File: src/uafc_defs.svh
// Purpose: Named offsets, field positions and counts for the serial data path
// Assumes: Included by bare name from the design modules
// Notes: Definitions only
`ifndef UAFC_DEFS_SVH
`define UAFC_DEFS_SVH

`define UAFC_DEPTH 64
`define UAFC_CNT_ONE 7'h01
`define UAFC_CNT_ZERO 7'h00

`define UAFC_FCR_EN 0
`define UAFC_FCR_TRIG_HI 7
`define UAFC_FCR_TRIG_LO 6

`define UAFC_IER_RX 0
`define UAFC_IER_TX 1
`define UAFC_IER_RTS 6
`define UAFC_IER_CTS 7

`define UAFC_EFR_ENH 4
`define UAFC_EFR_ARTS 6
`define UAFC_EFR_ACTS 7

`define UAFC_MCR_RTS 1

`define UAFC_LCR_WL_HI 1
`define UAFC_LCR_WL_LO 0
`define UAFC_LCR_STOP 2
`define UAFC_LCR_PEN 3
`define UAFC_LCR_EPS 4
`define UAFC_WL_MIN 4'h5

`define UAFC_DLD_OS_HI 5
`define UAFC_DLD_OS_LO 4
`define UAFC_OS_16X 2'h0
`define UAFC_OS_8X 2'h1
`define UAFC_OS16 5'h10
`define UAFC_OS8 5'h08
`define UAFC_OS4 5'h04

`define UAFC_TOUT_CHARS 12'h004
`define UAFC_TOUT_BITS 12'h00c

`define UAFC_TRIG_8 7'h08
`define UAFC_TRIG_16 7'h10
`define UAFC_TRIG_56 7'h38
`define UAFC_TRIG_60 7'h3c

`define UAFC_LSR_DR 0
`define UAFC_LSR_OE 1
`define UAFC_LSR_PE 2
`define UAFC_LSR_FE 3
`define UAFC_LSR_BI 4
`define UAFC_LSR_THRE 5
`define UAFC_LSR_TEMT 6

`define UAFC_ISR_NONE 8'h01
`define UAFC_ISR_TX 8'h02
`define UAFC_ISR_RX 8'h04
`define UAFC_ISR_TOUT 8'h0c
`define UAFC_ISR_FLOW 8'h20

`endif

File: src/uafc_pkg.sv
// Purpose: Shared types of the serial data path
// Assumes: Constants live in uafc_defs.svh
// Notes: State codes are one-hot
package uafc_pkg;

    typedef enum logic [4:0] {
        UAFC_RX_IDLE = 5'h01,
        UAFC_RX_START = 5'h02,
        UAFC_RX_DATA = 5'h04,
        UAFC_RX_PAR = 5'h08,
        UAFC_RX_STOP = 5'h10
    } uafc_rx_st_t;

    typedef enum logic [4:0] {
        UAFC_TX_IDLE = 5'h01,
        UAFC_TX_START = 5'h02,
        UAFC_TX_DATA = 5'h04,
        UAFC_TX_PAR = 5'h08,
        UAFC_TX_STOP = 5'h10
    } uafc_tx_st_t;

    // One receive queue entry: byte plus three error tags
    typedef struct packed {
        logic brk;
        logic frm;
        logic par;
        logic [7:0] data;
    } uafc_rx_entry_t;

endpackage

File: src/uafc_path.sv
// Purpose: Transmit/receive queues, shifters and auto RTS/CTS flow control
// Assumes: os_tick_i is a one-cycle pulse at the oversample rate
// Notes: Baud generator, software flow control and sleep are outside
`timescale 1ns/10ps
`include "uafc_defs.svh"

module uafc_path #(
    parameter int DEPTH = `UAFC_DEPTH
) (
    input wire logic core_clk_i,
    input wire logic reset_i,
    input wire logic os_tick_i,
    input wire logic tx_write_i,
    input wire logic [7:0] tx_data_i,
    input wire logic rx_read_i,
    output logic [7:0] rx_data_o,
    input wire logic isr_read_i,
    input wire logic [7:0] interrupt_enable_i,
    input wire logic [7:0] enhanced_feature_i,
    input wire logic [7:0] modem_control_i,
    input wire logic [7:0] queue_control_i,
    input wire logic [7:0] fractional_divisor_i,
    input wire logic [7:0] line_control_i,
    input wire logic rx_i,
    input wire logic cts_n_i,
    output logic tx_o,
    output logic rts_n_o,
    output logic [7:0] line_status_o,
    output logic [7:0] interrupt_source_o,
    output logic irq_o
);
    localparam int AW = $clog2(DEPTH);
    localparam logic [AW:0] FULL = AW'(DEPTH) == '0 ? (AW+1)'(DEPTH)
                                                   : (AW+1)'(DEPTH);

    typedef struct packed {
        logic [DEPTH-1:0][7:0] txq;
        logic [AW-1:0] tx_wp;
        logic [AW-1:0] tx_rp;
        logic [AW:0] tx_cnt;
        logic [DEPTH-1:0][10:0] rxq;
        logic [AW-1:0] rx_wp;
        logic [AW-1:0] rx_rp;
        logic [AW:0] rx_cnt;
        logic [1:0] rx_sync;
        logic rx_prev;
        logic [1:0] cts_sync;
        logic cts_prev;
        uafc_pkg::uafc_rx_st_t rx_st;
        logic [4:0] rx_tick;
        logic [2:0] rx_bit;
        uafc_pkg::uafc_rx_entry_t rx_ent;
        logic rx_push;
        uafc_pkg::uafc_tx_st_t tx_st;
        logic [4:0] tx_tick;
        logic [2:0] tx_bit;
        logic [7:0] tx_sh;
        logic tx_par;
        logic tx_stop2;
        logic tx_line;
        logic ovr;
        logic thr_prev;
        logic tx_pend;
        logic flow_pend;
        logic rts_off;
        logic rts_n;
        logic [11:0] to_cnt;
        logic to_pend;
    } uafc_st_t;

    function automatic uafc_st_t init_st();
        init_st = '0;
        init_st.rx_sync = 2'h3;
        init_st.rx_prev = 1'b1;
        init_st.rx_st = uafc_pkg::UAFC_RX_IDLE;
        init_st.tx_st = uafc_pkg::UAFC_TX_IDLE;
        init_st.tx_line = 1'b1;
        // Queue starts empty; no false tx-empty edge after reset
        init_st.thr_prev = 1'b1;
        init_st.rts_n = 1'b1;
    endfunction

    // Ticks per bit for the selected oversampling rate
    function automatic logic [4:0] bit_ticks(input logic [7:0] fd);
        case (fd[`UAFC_DLD_OS_HI:`UAFC_DLD_OS_LO])
            `UAFC_OS_16X: bit_ticks = `UAFC_OS16;
            `UAFC_OS_8X: bit_ticks = `UAFC_OS8;
            default: bit_ticks = `UAFC_OS4;
        endcase
    endfunction

    function automatic logic [3:0] char_bits(input logic [7:0] lc);
        char_bits = `UAFC_WL_MIN + {2'h0, lc[`UAFC_LCR_WL_HI:`UAFC_LCR_WL_LO]};
    endfunction

    function automatic logic [7:0] wl_mask(input logic [7:0] lc);
        wl_mask = 8'hff >> (2'h3 - lc[`UAFC_LCR_WL_HI:`UAFC_LCR_WL_LO]);
    endfunction

    // Parity bit: odd unless even parity selected
    function automatic logic par_bit(input logic [7:0] d,
                                     input logic [7:0] lc);
        par_bit = (^d) ^ ~lc[`UAFC_LCR_EPS];
    endfunction

    // Trigger level, RTS-off level and RTS-on level per selection
    function automatic logic [6:0] trig_lvl(input logic [1:0] sel,
                                            input logic [1:0] which);
        logic [6:0] t [4];
        t[0] = `UAFC_TRIG_8;
        t[1] = `UAFC_TRIG_16;
        t[2] = `UAFC_TRIG_56;
        t[3] = `UAFC_TRIG_60;
        case (which)
            2'h1: trig_lvl = (sel == 2'h3) ? t[3] : t[sel + 2'h1];
            2'h2: trig_lvl = (sel == 2'h0) ? `UAFC_CNT_ZERO
                                           : t[sel - 2'h1];
            default: trig_lvl = t[sel];
        endcase
    endfunction

    uafc_st_t st;
    uafc_st_t next_st;
    logic qen;
    logic [AW:0] limit;
    logic [4:0] div;
    logic [1:0] tsel;
    logic rx_s;
    logic cts_s;
    logic buf_in_ready;
    logic buf_valid;
    logic [10:0] buf_data;
    logic rxq_push;
    logic rxq_pop;
    logic txq_push;
    logic txq_pop;
    logic thr_empty;
    logic tx_halt;
    logic auto_rts;
    logic rx_int;
    logic [11:0] to_limit;
    logic [7:0] interrupt_enable;
    uafc_pkg::uafc_rx_entry_t head;

    assign qen = queue_control_i[`UAFC_FCR_EN];
    assign limit = qen ? FULL : (AW+1)'(1);
    assign div = bit_ticks(fractional_divisor_i);
    assign tsel = queue_control_i[`UAFC_FCR_TRIG_HI:`UAFC_FCR_TRIG_LO];
    assign rx_s = st.rx_sync[1];
    assign cts_s = st.cts_sync[1];
    // Upper enables only take effect with enhanced features on
    assign interrupt_enable = {interrupt_enable_i[7:6] & {2{enhanced_feature_i[
                  `UAFC_EFR_ENH]}}, interrupt_enable_i[5:0]};
    assign head = st.rxq[st.rx_rp];
    assign rxq_push = buf_valid && (st.rx_cnt < limit);
    assign rxq_pop = rx_read_i && (st.rx_cnt != '0);
    assign txq_push = tx_write_i && (st.tx_cnt < limit);
    assign thr_empty = (st.tx_cnt == '0);
    assign tx_halt = enhanced_feature_i[`UAFC_EFR_ACTS] && cts_s;
    assign txq_pop = (st.tx_st == uafc_pkg::UAFC_TX_IDLE) && !thr_empty
                   && !tx_halt;
    assign auto_rts = enhanced_feature_i[`UAFC_EFR_ARTS]
                    && modem_control_i[`UAFC_MCR_RTS];
    assign rx_int = interrupt_enable[`UAFC_IER_RX] && (qen
                  ? (st.rx_cnt >= (AW+1)'(trig_lvl(tsel, 2'h0)))
                  : (st.rx_cnt != '0));
    // Four word lengths plus twelve bit times, in oversample ticks
    assign to_limit = (`UAFC_TOUT_CHARS * {8'h0, char_bits(line_control_i)}
                    + `UAFC_TOUT_BITS) * {7'h0, div};

    uafc_buf2 #(
        .W(11)
    ) u_rx_buf (
        .core_clk_i(core_clk_i),
        .reset_i(reset_i),
        .in_valid_i(st.rx_push),
        .in_ready_o(buf_in_ready),
        .in_data_i(st.rx_ent),
        .out_valid_o(buf_valid),
        .out_ready_i(st.rx_cnt < limit),
        .out_data_o(buf_data)
    );

    always_comb begin
        next_st = st;
        next_st.rx_sync = {st.rx_sync[0], rx_i};
        next_st.rx_prev = rx_s;
        next_st.cts_sync = {st.cts_sync[0], cts_n_i};
        next_st.cts_prev = cts_s;
        next_st.rx_push = 1'b0;

        // Receiver
        case (st.rx_st)
            uafc_pkg::UAFC_RX_IDLE: begin
                if (!rx_s && st.rx_prev) begin
                    next_st.rx_st = uafc_pkg::UAFC_RX_START;
                    next_st.rx_tick = '0;
                end
            end
            uafc_pkg::UAFC_RX_START: begin
                if (os_tick_i) begin
                    next_st.rx_tick = st.rx_tick + 5'h01;
                    if (st.rx_tick + 5'h01 == (div >> 1)) begin
                        next_st.rx_tick = '0;
                        next_st.rx_bit = '0;
                        next_st.rx_ent = '0;
                        next_st.rx_st = rx_s ? uafc_pkg::UAFC_RX_IDLE
                                             : uafc_pkg::UAFC_RX_DATA;
                    end
                end
            end
            uafc_pkg::UAFC_RX_DATA: begin
                if (os_tick_i) begin
                    next_st.rx_tick = st.rx_tick + 5'h01;
                    if (st.rx_tick + 5'h01 == div) begin
                        next_st.rx_tick = '0;
                        next_st.rx_ent.data[st.rx_bit] = rx_s;
                        next_st.rx_bit = st.rx_bit + 3'h1;
                        if (st.rx_bit == {1'b1, line_control_i[
                                `UAFC_LCR_WL_HI:`UAFC_LCR_WL_LO]}) begin
                            next_st.rx_st = line_control_i[`UAFC_LCR_PEN]
                                ? uafc_pkg::UAFC_RX_PAR
                                : uafc_pkg::UAFC_RX_STOP;
                        end
                    end
                end
            end
            uafc_pkg::UAFC_RX_PAR: begin
                if (os_tick_i) begin
                    next_st.rx_tick = st.rx_tick + 5'h01;
                    if (st.rx_tick + 5'h01 == div) begin
                        next_st.rx_tick = '0;
                        next_st.rx_ent.par = rx_s
                            ^ par_bit(st.rx_ent.data, line_control_i);
                        next_st.rx_st = uafc_pkg::UAFC_RX_STOP;
                    end
                end
            end
            uafc_pkg::UAFC_RX_STOP: begin
                if (os_tick_i) begin
                    next_st.rx_tick = st.rx_tick + 5'h01;
                    if (st.rx_tick + 5'h01 == div) begin
                        next_st.rx_ent.frm = !rx_s;
                        next_st.rx_ent.brk = !rx_s
                            && (st.rx_ent.data == 8'h00);
                        next_st.rx_push = 1'b1;
                        next_st.rx_st = uafc_pkg::UAFC_RX_IDLE;
                    end
                end
            end
            default: begin
                next_st.rx_st = uafc_pkg::UAFC_RX_IDLE;
            end
        endcase

        // Buffer full means both queue and buffer are full
        if (st.rx_push && !buf_in_ready) begin
            next_st.ovr = 1'b1;
        end else if (rxq_pop) begin
            next_st.ovr = 1'b0;
        end

        // Receive queue, 11 bits per entry
        if (rxq_push) begin
            next_st.rxq[st.rx_wp] = buf_data;
            next_st.rx_wp = st.rx_wp + AW'(1);
        end
        if (rxq_pop) begin
            next_st.rx_rp = st.rx_rp + AW'(1);
        end
        next_st.rx_cnt = st.rx_cnt + (AW+1)'(rxq_push)
                       - (AW+1)'(rxq_pop);

        // Receive timeout, restarted by any queue activity
        if (st.rx_cnt == '0 || rxq_push || rxq_pop) begin
            next_st.to_cnt = '0;
            next_st.to_pend = 1'b0;
        end else if (os_tick_i) begin
            if (st.to_cnt + 12'h001 >= to_limit) begin
                next_st.to_pend = 1'b1;
            end else begin
                next_st.to_cnt = st.to_cnt + 12'h001;
            end
        end

        // Transmit queue
        if (txq_push) begin
            next_st.txq[st.tx_wp] = tx_data_i;
            next_st.tx_wp = st.tx_wp + AW'(1);
        end
        if (txq_pop) begin
            next_st.tx_rp = st.tx_rp + AW'(1);
        end
        next_st.tx_cnt = st.tx_cnt + (AW+1)'(txq_push)
                       - (AW+1)'(txq_pop);

        // Transmitter; CTS only checked between characters
        case (st.tx_st)
            uafc_pkg::UAFC_TX_IDLE: begin
                next_st.tx_line = 1'b1;
                if (txq_pop) begin
                    next_st.tx_sh = st.txq[st.tx_rp]
                                  & wl_mask(line_control_i);
                    next_st.tx_par = par_bit(st.txq[st.tx_rp]
                        & wl_mask(line_control_i), line_control_i);
                    next_st.tx_tick = '0;
                    next_st.tx_line = 1'b0;
                    next_st.tx_st = uafc_pkg::UAFC_TX_START;
                end
            end
            uafc_pkg::UAFC_TX_START, uafc_pkg::UAFC_TX_DATA,
            uafc_pkg::UAFC_TX_PAR, uafc_pkg::UAFC_TX_STOP: begin
                if (os_tick_i) begin
                    next_st.tx_tick = st.tx_tick + 5'h01;
                    if (st.tx_tick + 5'h01 == div) begin
                        next_st.tx_tick = '0;
                        case (st.tx_st)
                            uafc_pkg::UAFC_TX_START: begin
                                next_st.tx_bit = '0;
                                next_st.tx_line = st.tx_sh[0];
                                next_st.tx_sh = st.tx_sh >> 1;
                                next_st.tx_st = uafc_pkg::UAFC_TX_DATA;
                            end
                            uafc_pkg::UAFC_TX_DATA: begin
                                next_st.tx_bit = st.tx_bit + 3'h1;
                                next_st.tx_line = st.tx_sh[0];
                                next_st.tx_sh = st.tx_sh >> 1;
                                if (st.tx_bit == {1'b1, line_control_i[
                                    `UAFC_LCR_WL_HI:`UAFC_LCR_WL_LO]}) begin
                                    next_st.tx_stop2 =
                                        line_control_i[`UAFC_LCR_STOP];
                                    if (line_control_i[`UAFC_LCR_PEN]) begin
                                        next_st.tx_line = st.tx_par;
                                        next_st.tx_st =
                                            uafc_pkg::UAFC_TX_PAR;
                                    end else begin
                                        next_st.tx_line = 1'b1;
                                        next_st.tx_st =
                                            uafc_pkg::UAFC_TX_STOP;
                                    end
                                end
                            end
                            uafc_pkg::UAFC_TX_PAR: begin
                                next_st.tx_line = 1'b1;
                                next_st.tx_st = uafc_pkg::UAFC_TX_STOP;
                            end
                            default: begin
                                next_st.tx_stop2 = 1'b0;
                                if (!st.tx_stop2) begin
                                    next_st.tx_st = uafc_pkg::UAFC_TX_IDLE;
                                end
                            end
                        endcase
                    end
                end
            end
            default: begin
                next_st.tx_st = uafc_pkg::UAFC_TX_IDLE;
            end
        endcase

        // Auto RTS hysteresis; queue keeps filling while off
        if (!auto_rts) begin
            next_st.rts_off = 1'b0;
        end else if (st.rx_cnt >= (AW+1)'(trig_lvl(tsel, 2'h1))) begin
            next_st.rts_off = 1'b1;
        end else if (st.rx_cnt <= (AW+1)'(trig_lvl(tsel, 2'h2))) begin
            next_st.rts_off = 1'b0;
        end
        next_st.rts_n = !modem_control_i[`UAFC_MCR_RTS]
                      || (auto_rts && next_st.rts_off);

        // Sticky interrupt flags; a new event beats the clear
        next_st.thr_prev = thr_empty;
        if (isr_read_i || tx_write_i) begin
            next_st.tx_pend = 1'b0;
        end
        if (thr_empty && !st.thr_prev && interrupt_enable[`UAFC_IER_TX]) begin
            next_st.tx_pend = 1'b1;
        end
        if (isr_read_i) begin
            next_st.flow_pend = 1'b0;
        end
        if (next_st.rts_n && !st.rts_n
            && interrupt_enable[`UAFC_IER_RTS]) begin
            next_st.flow_pend = 1'b1;
        end
        if (enhanced_feature_i[`UAFC_EFR_ACTS] && cts_s && !st.cts_prev
            && interrupt_enable[`UAFC_IER_CTS]) begin
            next_st.flow_pend = 1'b1;
        end
    end

    always_ff @(posedge core_clk_i or posedge reset_i) begin
        if (reset_i) begin
            st <= init_st();
        end else begin
            st <= next_st;
        end
    end

    always_comb begin
        line_status_o = 8'h00;
        line_status_o[`UAFC_LSR_DR] = (st.rx_cnt != '0);
        line_status_o[`UAFC_LSR_OE] = st.ovr;
        line_status_o[`UAFC_LSR_PE] = (st.rx_cnt != '0) && head.par;
        line_status_o[`UAFC_LSR_FE] = (st.rx_cnt != '0) && head.frm;
        line_status_o[`UAFC_LSR_BI] = (st.rx_cnt != '0) && head.brk;
        line_status_o[`UAFC_LSR_THRE] = thr_empty;
        line_status_o[`UAFC_LSR_TEMT] = thr_empty
            && (st.tx_st == uafc_pkg::UAFC_TX_IDLE);
    end

    // Highest priority source reported first
    always_comb begin
        if (st.to_pend && interrupt_enable[`UAFC_IER_RX]) begin
            interrupt_source_o = `UAFC_ISR_TOUT;
        end else if (rx_int) begin
            interrupt_source_o = `UAFC_ISR_RX;
        end else if (st.tx_pend) begin
            interrupt_source_o = `UAFC_ISR_TX;
        end else if (st.flow_pend) begin
            interrupt_source_o = `UAFC_ISR_FLOW;
        end else begin
            interrupt_source_o = `UAFC_ISR_NONE;
        end
    end

    assign irq_o = (interrupt_source_o != `UAFC_ISR_NONE);
    assign rx_data_o = head.data;
    assign tx_o = st.tx_line;
    assign rts_n_o = st.rts_n;
endmodule // uafc_path

File: src/uafc_buf2.sv
// Purpose: Two-entry valid/ready buffer
// Assumes: Single clock, asynchronous active-high reset
// Notes: Full throughput; out_ready low stalls and fills it
`timescale 1ns/10ps
module uafc_buf2 #(
    parameter int W = 11
) (
    input wire logic core_clk_i,
    input wire logic reset_i,
    input wire logic in_valid_i,
    output logic in_ready_o,
    input wire logic [W-1:0] in_data_i,
    output logic out_valid_o,
    input wire logic out_ready_i,
    output logic [W-1:0] out_data_o
);
    typedef struct packed {
        logic [1:0][W-1:0] slot;
        logic [1:0] cnt;
    } uafc_buf_st_t;

    uafc_buf_st_t st;
    uafc_buf_st_t next_st;
    logic push;
    logic pop;

    assign in_ready_o = (st.cnt != 2'h2);
    assign out_valid_o = (st.cnt != 2'h0);
    assign out_data_o = st.slot[0];
    assign push = in_valid_i && in_ready_o;
    assign pop = out_valid_o && out_ready_i;

    always_comb begin
        next_st = st;
        if (pop) begin
            next_st.slot[0] = st.slot[1];
        end
        if (push) begin
            if (st.cnt == 2'h0 || (st.cnt == 2'h1 && pop)) begin
                next_st.slot[0] = in_data_i;
            end else begin
                next_st.slot[1] = in_data_i;
            end
        end
        next_st.cnt = st.cnt + {1'b0, push} - {1'b0, pop};
    end

    always_ff @(posedge core_clk_i or posedge reset_i) begin
        if (reset_i) begin
            st <= '0;
        end else begin
            st <= next_st;
        end
    end
endmodule // uafc_buf2

File: config.mk
export PLATFORM = sky130hd
export DESIGN_NAME = uafc_path
export DESIGN_NICKNAME = d
export VERILOG_FILES = /design/src/uafc_pkg.sv /design/src/uafc_path.sv /design/src/uafc_buf2.sv
export VERILOG_INCLUDE_DIRS = /design/src
export SDC_FILE = /design/constraint.sdc
export NUM_CORES = 2
export LEC_CHECK = 0
export BUFFER_PORTS_ARGS = -buffer_cell sky130_fd_sc_hd__buf_4
export CORE_UTILIZATION = 40
export DETAILED_ROUTE_END_ITERATION = 7
export PLACE_DENSITY_LB_ADDON = 0.2
export SETUP_SLACK_MARGIN = 0.02
export SYNTH_ARGS = -nofsm -noshare
export SYNTH_HDL_FRONTEND = slang
export SYNTH_SLANG_ARGS = --single-unit
File: constraint.sdc
create_clock -name core_clk_i -period 63.2 [get_ports core_clk_i]
set_clock_uncertainty 0.15 [all_clocks]
set_input_delay 9.48 -clock core_clk_i [delete_from_list [all_inputs] [get_ports core_clk_i]]
set_output_delay 9.48 -clock core_clk_i [all_outputs]
set_load 0.02 [all_outputs]
==> results by group <==
Floorplan
  • Site row count: 145
  • Die Wd: 401 um
  • IO Pins: 91
  • Die Height: 401 um
  • Core region area: 157000 sq um
  • DIE AREA: 160000 sq um
  • Starting Density: 40.5%

STA
  • # setup viols final: 0
  • Worst-margin pin slew: 1220 ps
  • Setup_tns: 0 ps
  • RSZ-0062 raised after global routing: false
  • Worst rel slew slack: 18.4%
  • FMAX: 0.0478 GHz
  • Final worst setup slack: 42260 ps
  • Crit share post-route: 33.1%
  • Pins Over Slew Limit: 0
  • Hold Worst Slack: 204 ps
  • Post-layout min period: 20940 ps
  • Final hold violation count: 0

Place
  • GP Congestion: 0.770
  • PortBufs: 56
  • Pre-CTS WS: 42280 ps
  • Dpl hpwl: 93600 um

Clock network
  • Post-CTS setup repair buffer count: 0
  • Hold Buf Count CTS: 0
  • Clock sink total: 1352
  • Worst-case clock buffer depth: 3
  • Worst-skew pair later-pin latency: 770 ps
  • Root Buffer: clkbuf_16
  • Number of CTS-inserted buffers: 152
  • CTS HTree Levels: 4
  • CTS tree: done
  • Post-CTS sizing: 0
  • Clock-pin slew on the worst setup and hold paths: 50 ps

Worst setup path
  • WP data required: 53570 ps
  • Worst Path Arrival: 11310 ps
  • R2R depth: 12
  • Crit end category: output pin
  • Largest fanout on the critical path: 6
  • Worst Setup Start Kind: primary input
  • Worst setup path class: primary input to output pin

Run status
  • Outcome: finished, final reports clean

Global route
  • Global route total overflow: 0
  • Largest net degree at the start of global routing: 178
  • Gr usage total: 18.8%
  • Most Crowded Layer GR: met2
  • Met3 Resource Use GR: 2.54%
  • First-pass GRT wire length: 235000 um
  • Vias in the first global route: 37100
  • Met1 Use GR: 25.6%
  • Met2 GRT Util: 31.7%
  • Antenna violations before repair: 2

Synthesis
  • Post-synth EDFFs: 0
  • Yosys reg bits: 1352
  • Netlist Area Pre-Place: 63600 sq um
  • Share of the yosys chip area belonging to registers: 53.2%
  • Cells after synthesis: 4278
  • Distinct cell type count after synthesis: 74
  • Asr flop ratio synth: 100%
  • Synth Flop Type: dfrtp_1
  • Synth Area per Inst: 14.9 sq um
  • YS warnings: 0

Detailed routing
  • Drt initial violations: 1879
  • Initial DRT Pass Iterations: 5
  • Vias: 35000
  • WL final: 148000 um
  • Number of vias per cell: 5.49
  • DRC Markers: 0
  • Detail Route Antenna Nets: 0
  • Avg WL per Cell: 23.2 um

Min path
  • Worst Hold Class: register to register
  • Hold depth: 0

Power and ir drop
  • Power per cell area: 34.8 nW/um^2
  • Leak Pwr: 0.0340 uW
  • Peak VDD IR: 0.0363 mV

Flow run
  • # Max-Cap Violations: 0

Cells and area
  • Nets: 4336
  • Share of cells above drive strength 1: 35.2%
  • Area Overhead vs Synth: 11.3%
==> cell usage after synthesis (5+ instances only) <==
cell type,number,area [sq um]
o21ai_0,53,265
nor2b_1,20,125
nand2b_1,23,144
a21oi_1,34,170
o221ai_1,9,78.8
clkbuf_1,267,1000
or3_1,5,31.3
nor3b_1,7,52.6
a32o_1,5,50.1
buf_1,50,188
o21ai_1,19,95.1
xnor2_1,44,385
and3_1,12,75.1
buf_4,11,82.6
nand2_1,217,815
mux2_1,458,5160
xor2_1,21,184
o22ai_1,7,43.8
nand3b_1,11,82.6
ha_1,77,963
a21o_1,6,45.0
mux4_2,366,8240
nand3_1,32,160
dfstp_2,8,210
nor3_1,23,115
o21a_1,12,90.1
nor4_1,6,37.5
nor2_1,86,323
dfrtp_1,1344,33600
buf_2,20,100
a211oi_1,8,60.1
mux2_2,769,8660
a31oi_1,6,37.5
mux2i_1,50,500
fa_1,6,120
and2_1,19,119
nand4_1,12,75.1
a22o_1,17,149
inv_1,73,274
==> worst max-delay path, stage by stage <==
cell      delay (ps)
buf_4            140
nand2_1           80
inv_1             40
ha_1             260
nand2_1           50
a21boi_0          80
o21a_1           170
o21ai_0          160
a31oi_1          110
o21ai_0          280
nand2b_1         140
nand2b_1         160
buf_4            150
==> power by group <==
part / switching (uW) / leakage, uW / internal (uW)
logic: 295 / 0.0129 / 248
clock network: 372 / 0.00252 / 523
registers: 89.7 / 0.0186 / 934
==> kinds of logic after synthesis <==
logic type                 after synthesis  synth area share, %
adders and majority gates               83                 1.70
DFF                                   1352                 53.2
and+or+nand+nor                        491                 3.65
AOI/OAI and AO/OA                      213                 2.22
xor gates and xnor gates                68                 1.01
muxes                                 1643                 35.5
buffers and inverters                  427                 2.67
other                                    1              0.00590
==> layer usage <==
layer  part of all wire [%]  vias up
li1                       -    15500
met1                     45    18800
met2                     50      433
met3                    2.9      181
met4                    2.0        2
met5                  0.012        -
==> worst paths after layout <==
kind                                     from     endpoint  slack, ps
min in group asynchronous             reset_i       st[14]       8710
min reg2reg                       next_st[73]  next_st[71]        200
max in group asynchronous             reset_i      st[406]      49520
max reg2reg                            st[76]      st[408]      57850
min                               next_st[73]  next_st[71]        200
max                        queue_control_i[7]        irq_o      42260
==> registers in the layout, summed over array words and instances (netlist names) <==
| name | flops |
|---|---|
| st | 1321 |
| u_rx_buf.st | 13 |
| u_rx_buf.out_data_o | 11 |
| next_st | 3 |
| cts_s | 1 |
| line_status_o | 1 |
| rts_n_o | 1 |
| tx_o | 1 |
==> cell usage in the layout (no fill, tap or decap), types with 35 or more instances in the layout <==
cell type | synthesis | layout
o21ai_0 | 53 | 53
clkbuf_8 | 0 | 35
buf_4 | 11 | 100
nand2_1 | 217 | 217
clkbuf_16 | 0 | 153
clkbuf_1 | 267 | 44
mux4_2 | 366 | 366
ha_1 | 77 | 77
nor2_1 | 86 | 86
mux2_2 | 769 | 769
mux2_1 | 458 | 458
dfrtp_1 | 1344 | 1326
xnor2_1 | 44 | 44
mux2i_1 | 50 | 50
inv_1 | 73 | 72
==> area by class of cell <==
class / count / area (sq um)
antenna: 1 / 2.50
timing repair buffer: 104 / 831
inverter: 75 / 289
clock inverter: 49 / 659
tap: 2058 / 2570
clock buffer: 232 / 4480
multi-input combinational: 2504 / 28000
fill: 14000 / 86200
sequential: 1352 / 33900
==> per-stage QoR <==
stage	instances	utilization, %	power (uW)	cell area (sq um)
final	6375	45.1	2460	70800
after global routing	6374	45.1	2590	70800
after CTS	6374	45.1	2500	70800
after detailed placement	6093	41.8	1600	65600
after global placement	6093	41.8	1590	65600
after floorplan	4283	-	1430	63600
Note: power is estimated with default switching activity, not from simulation.
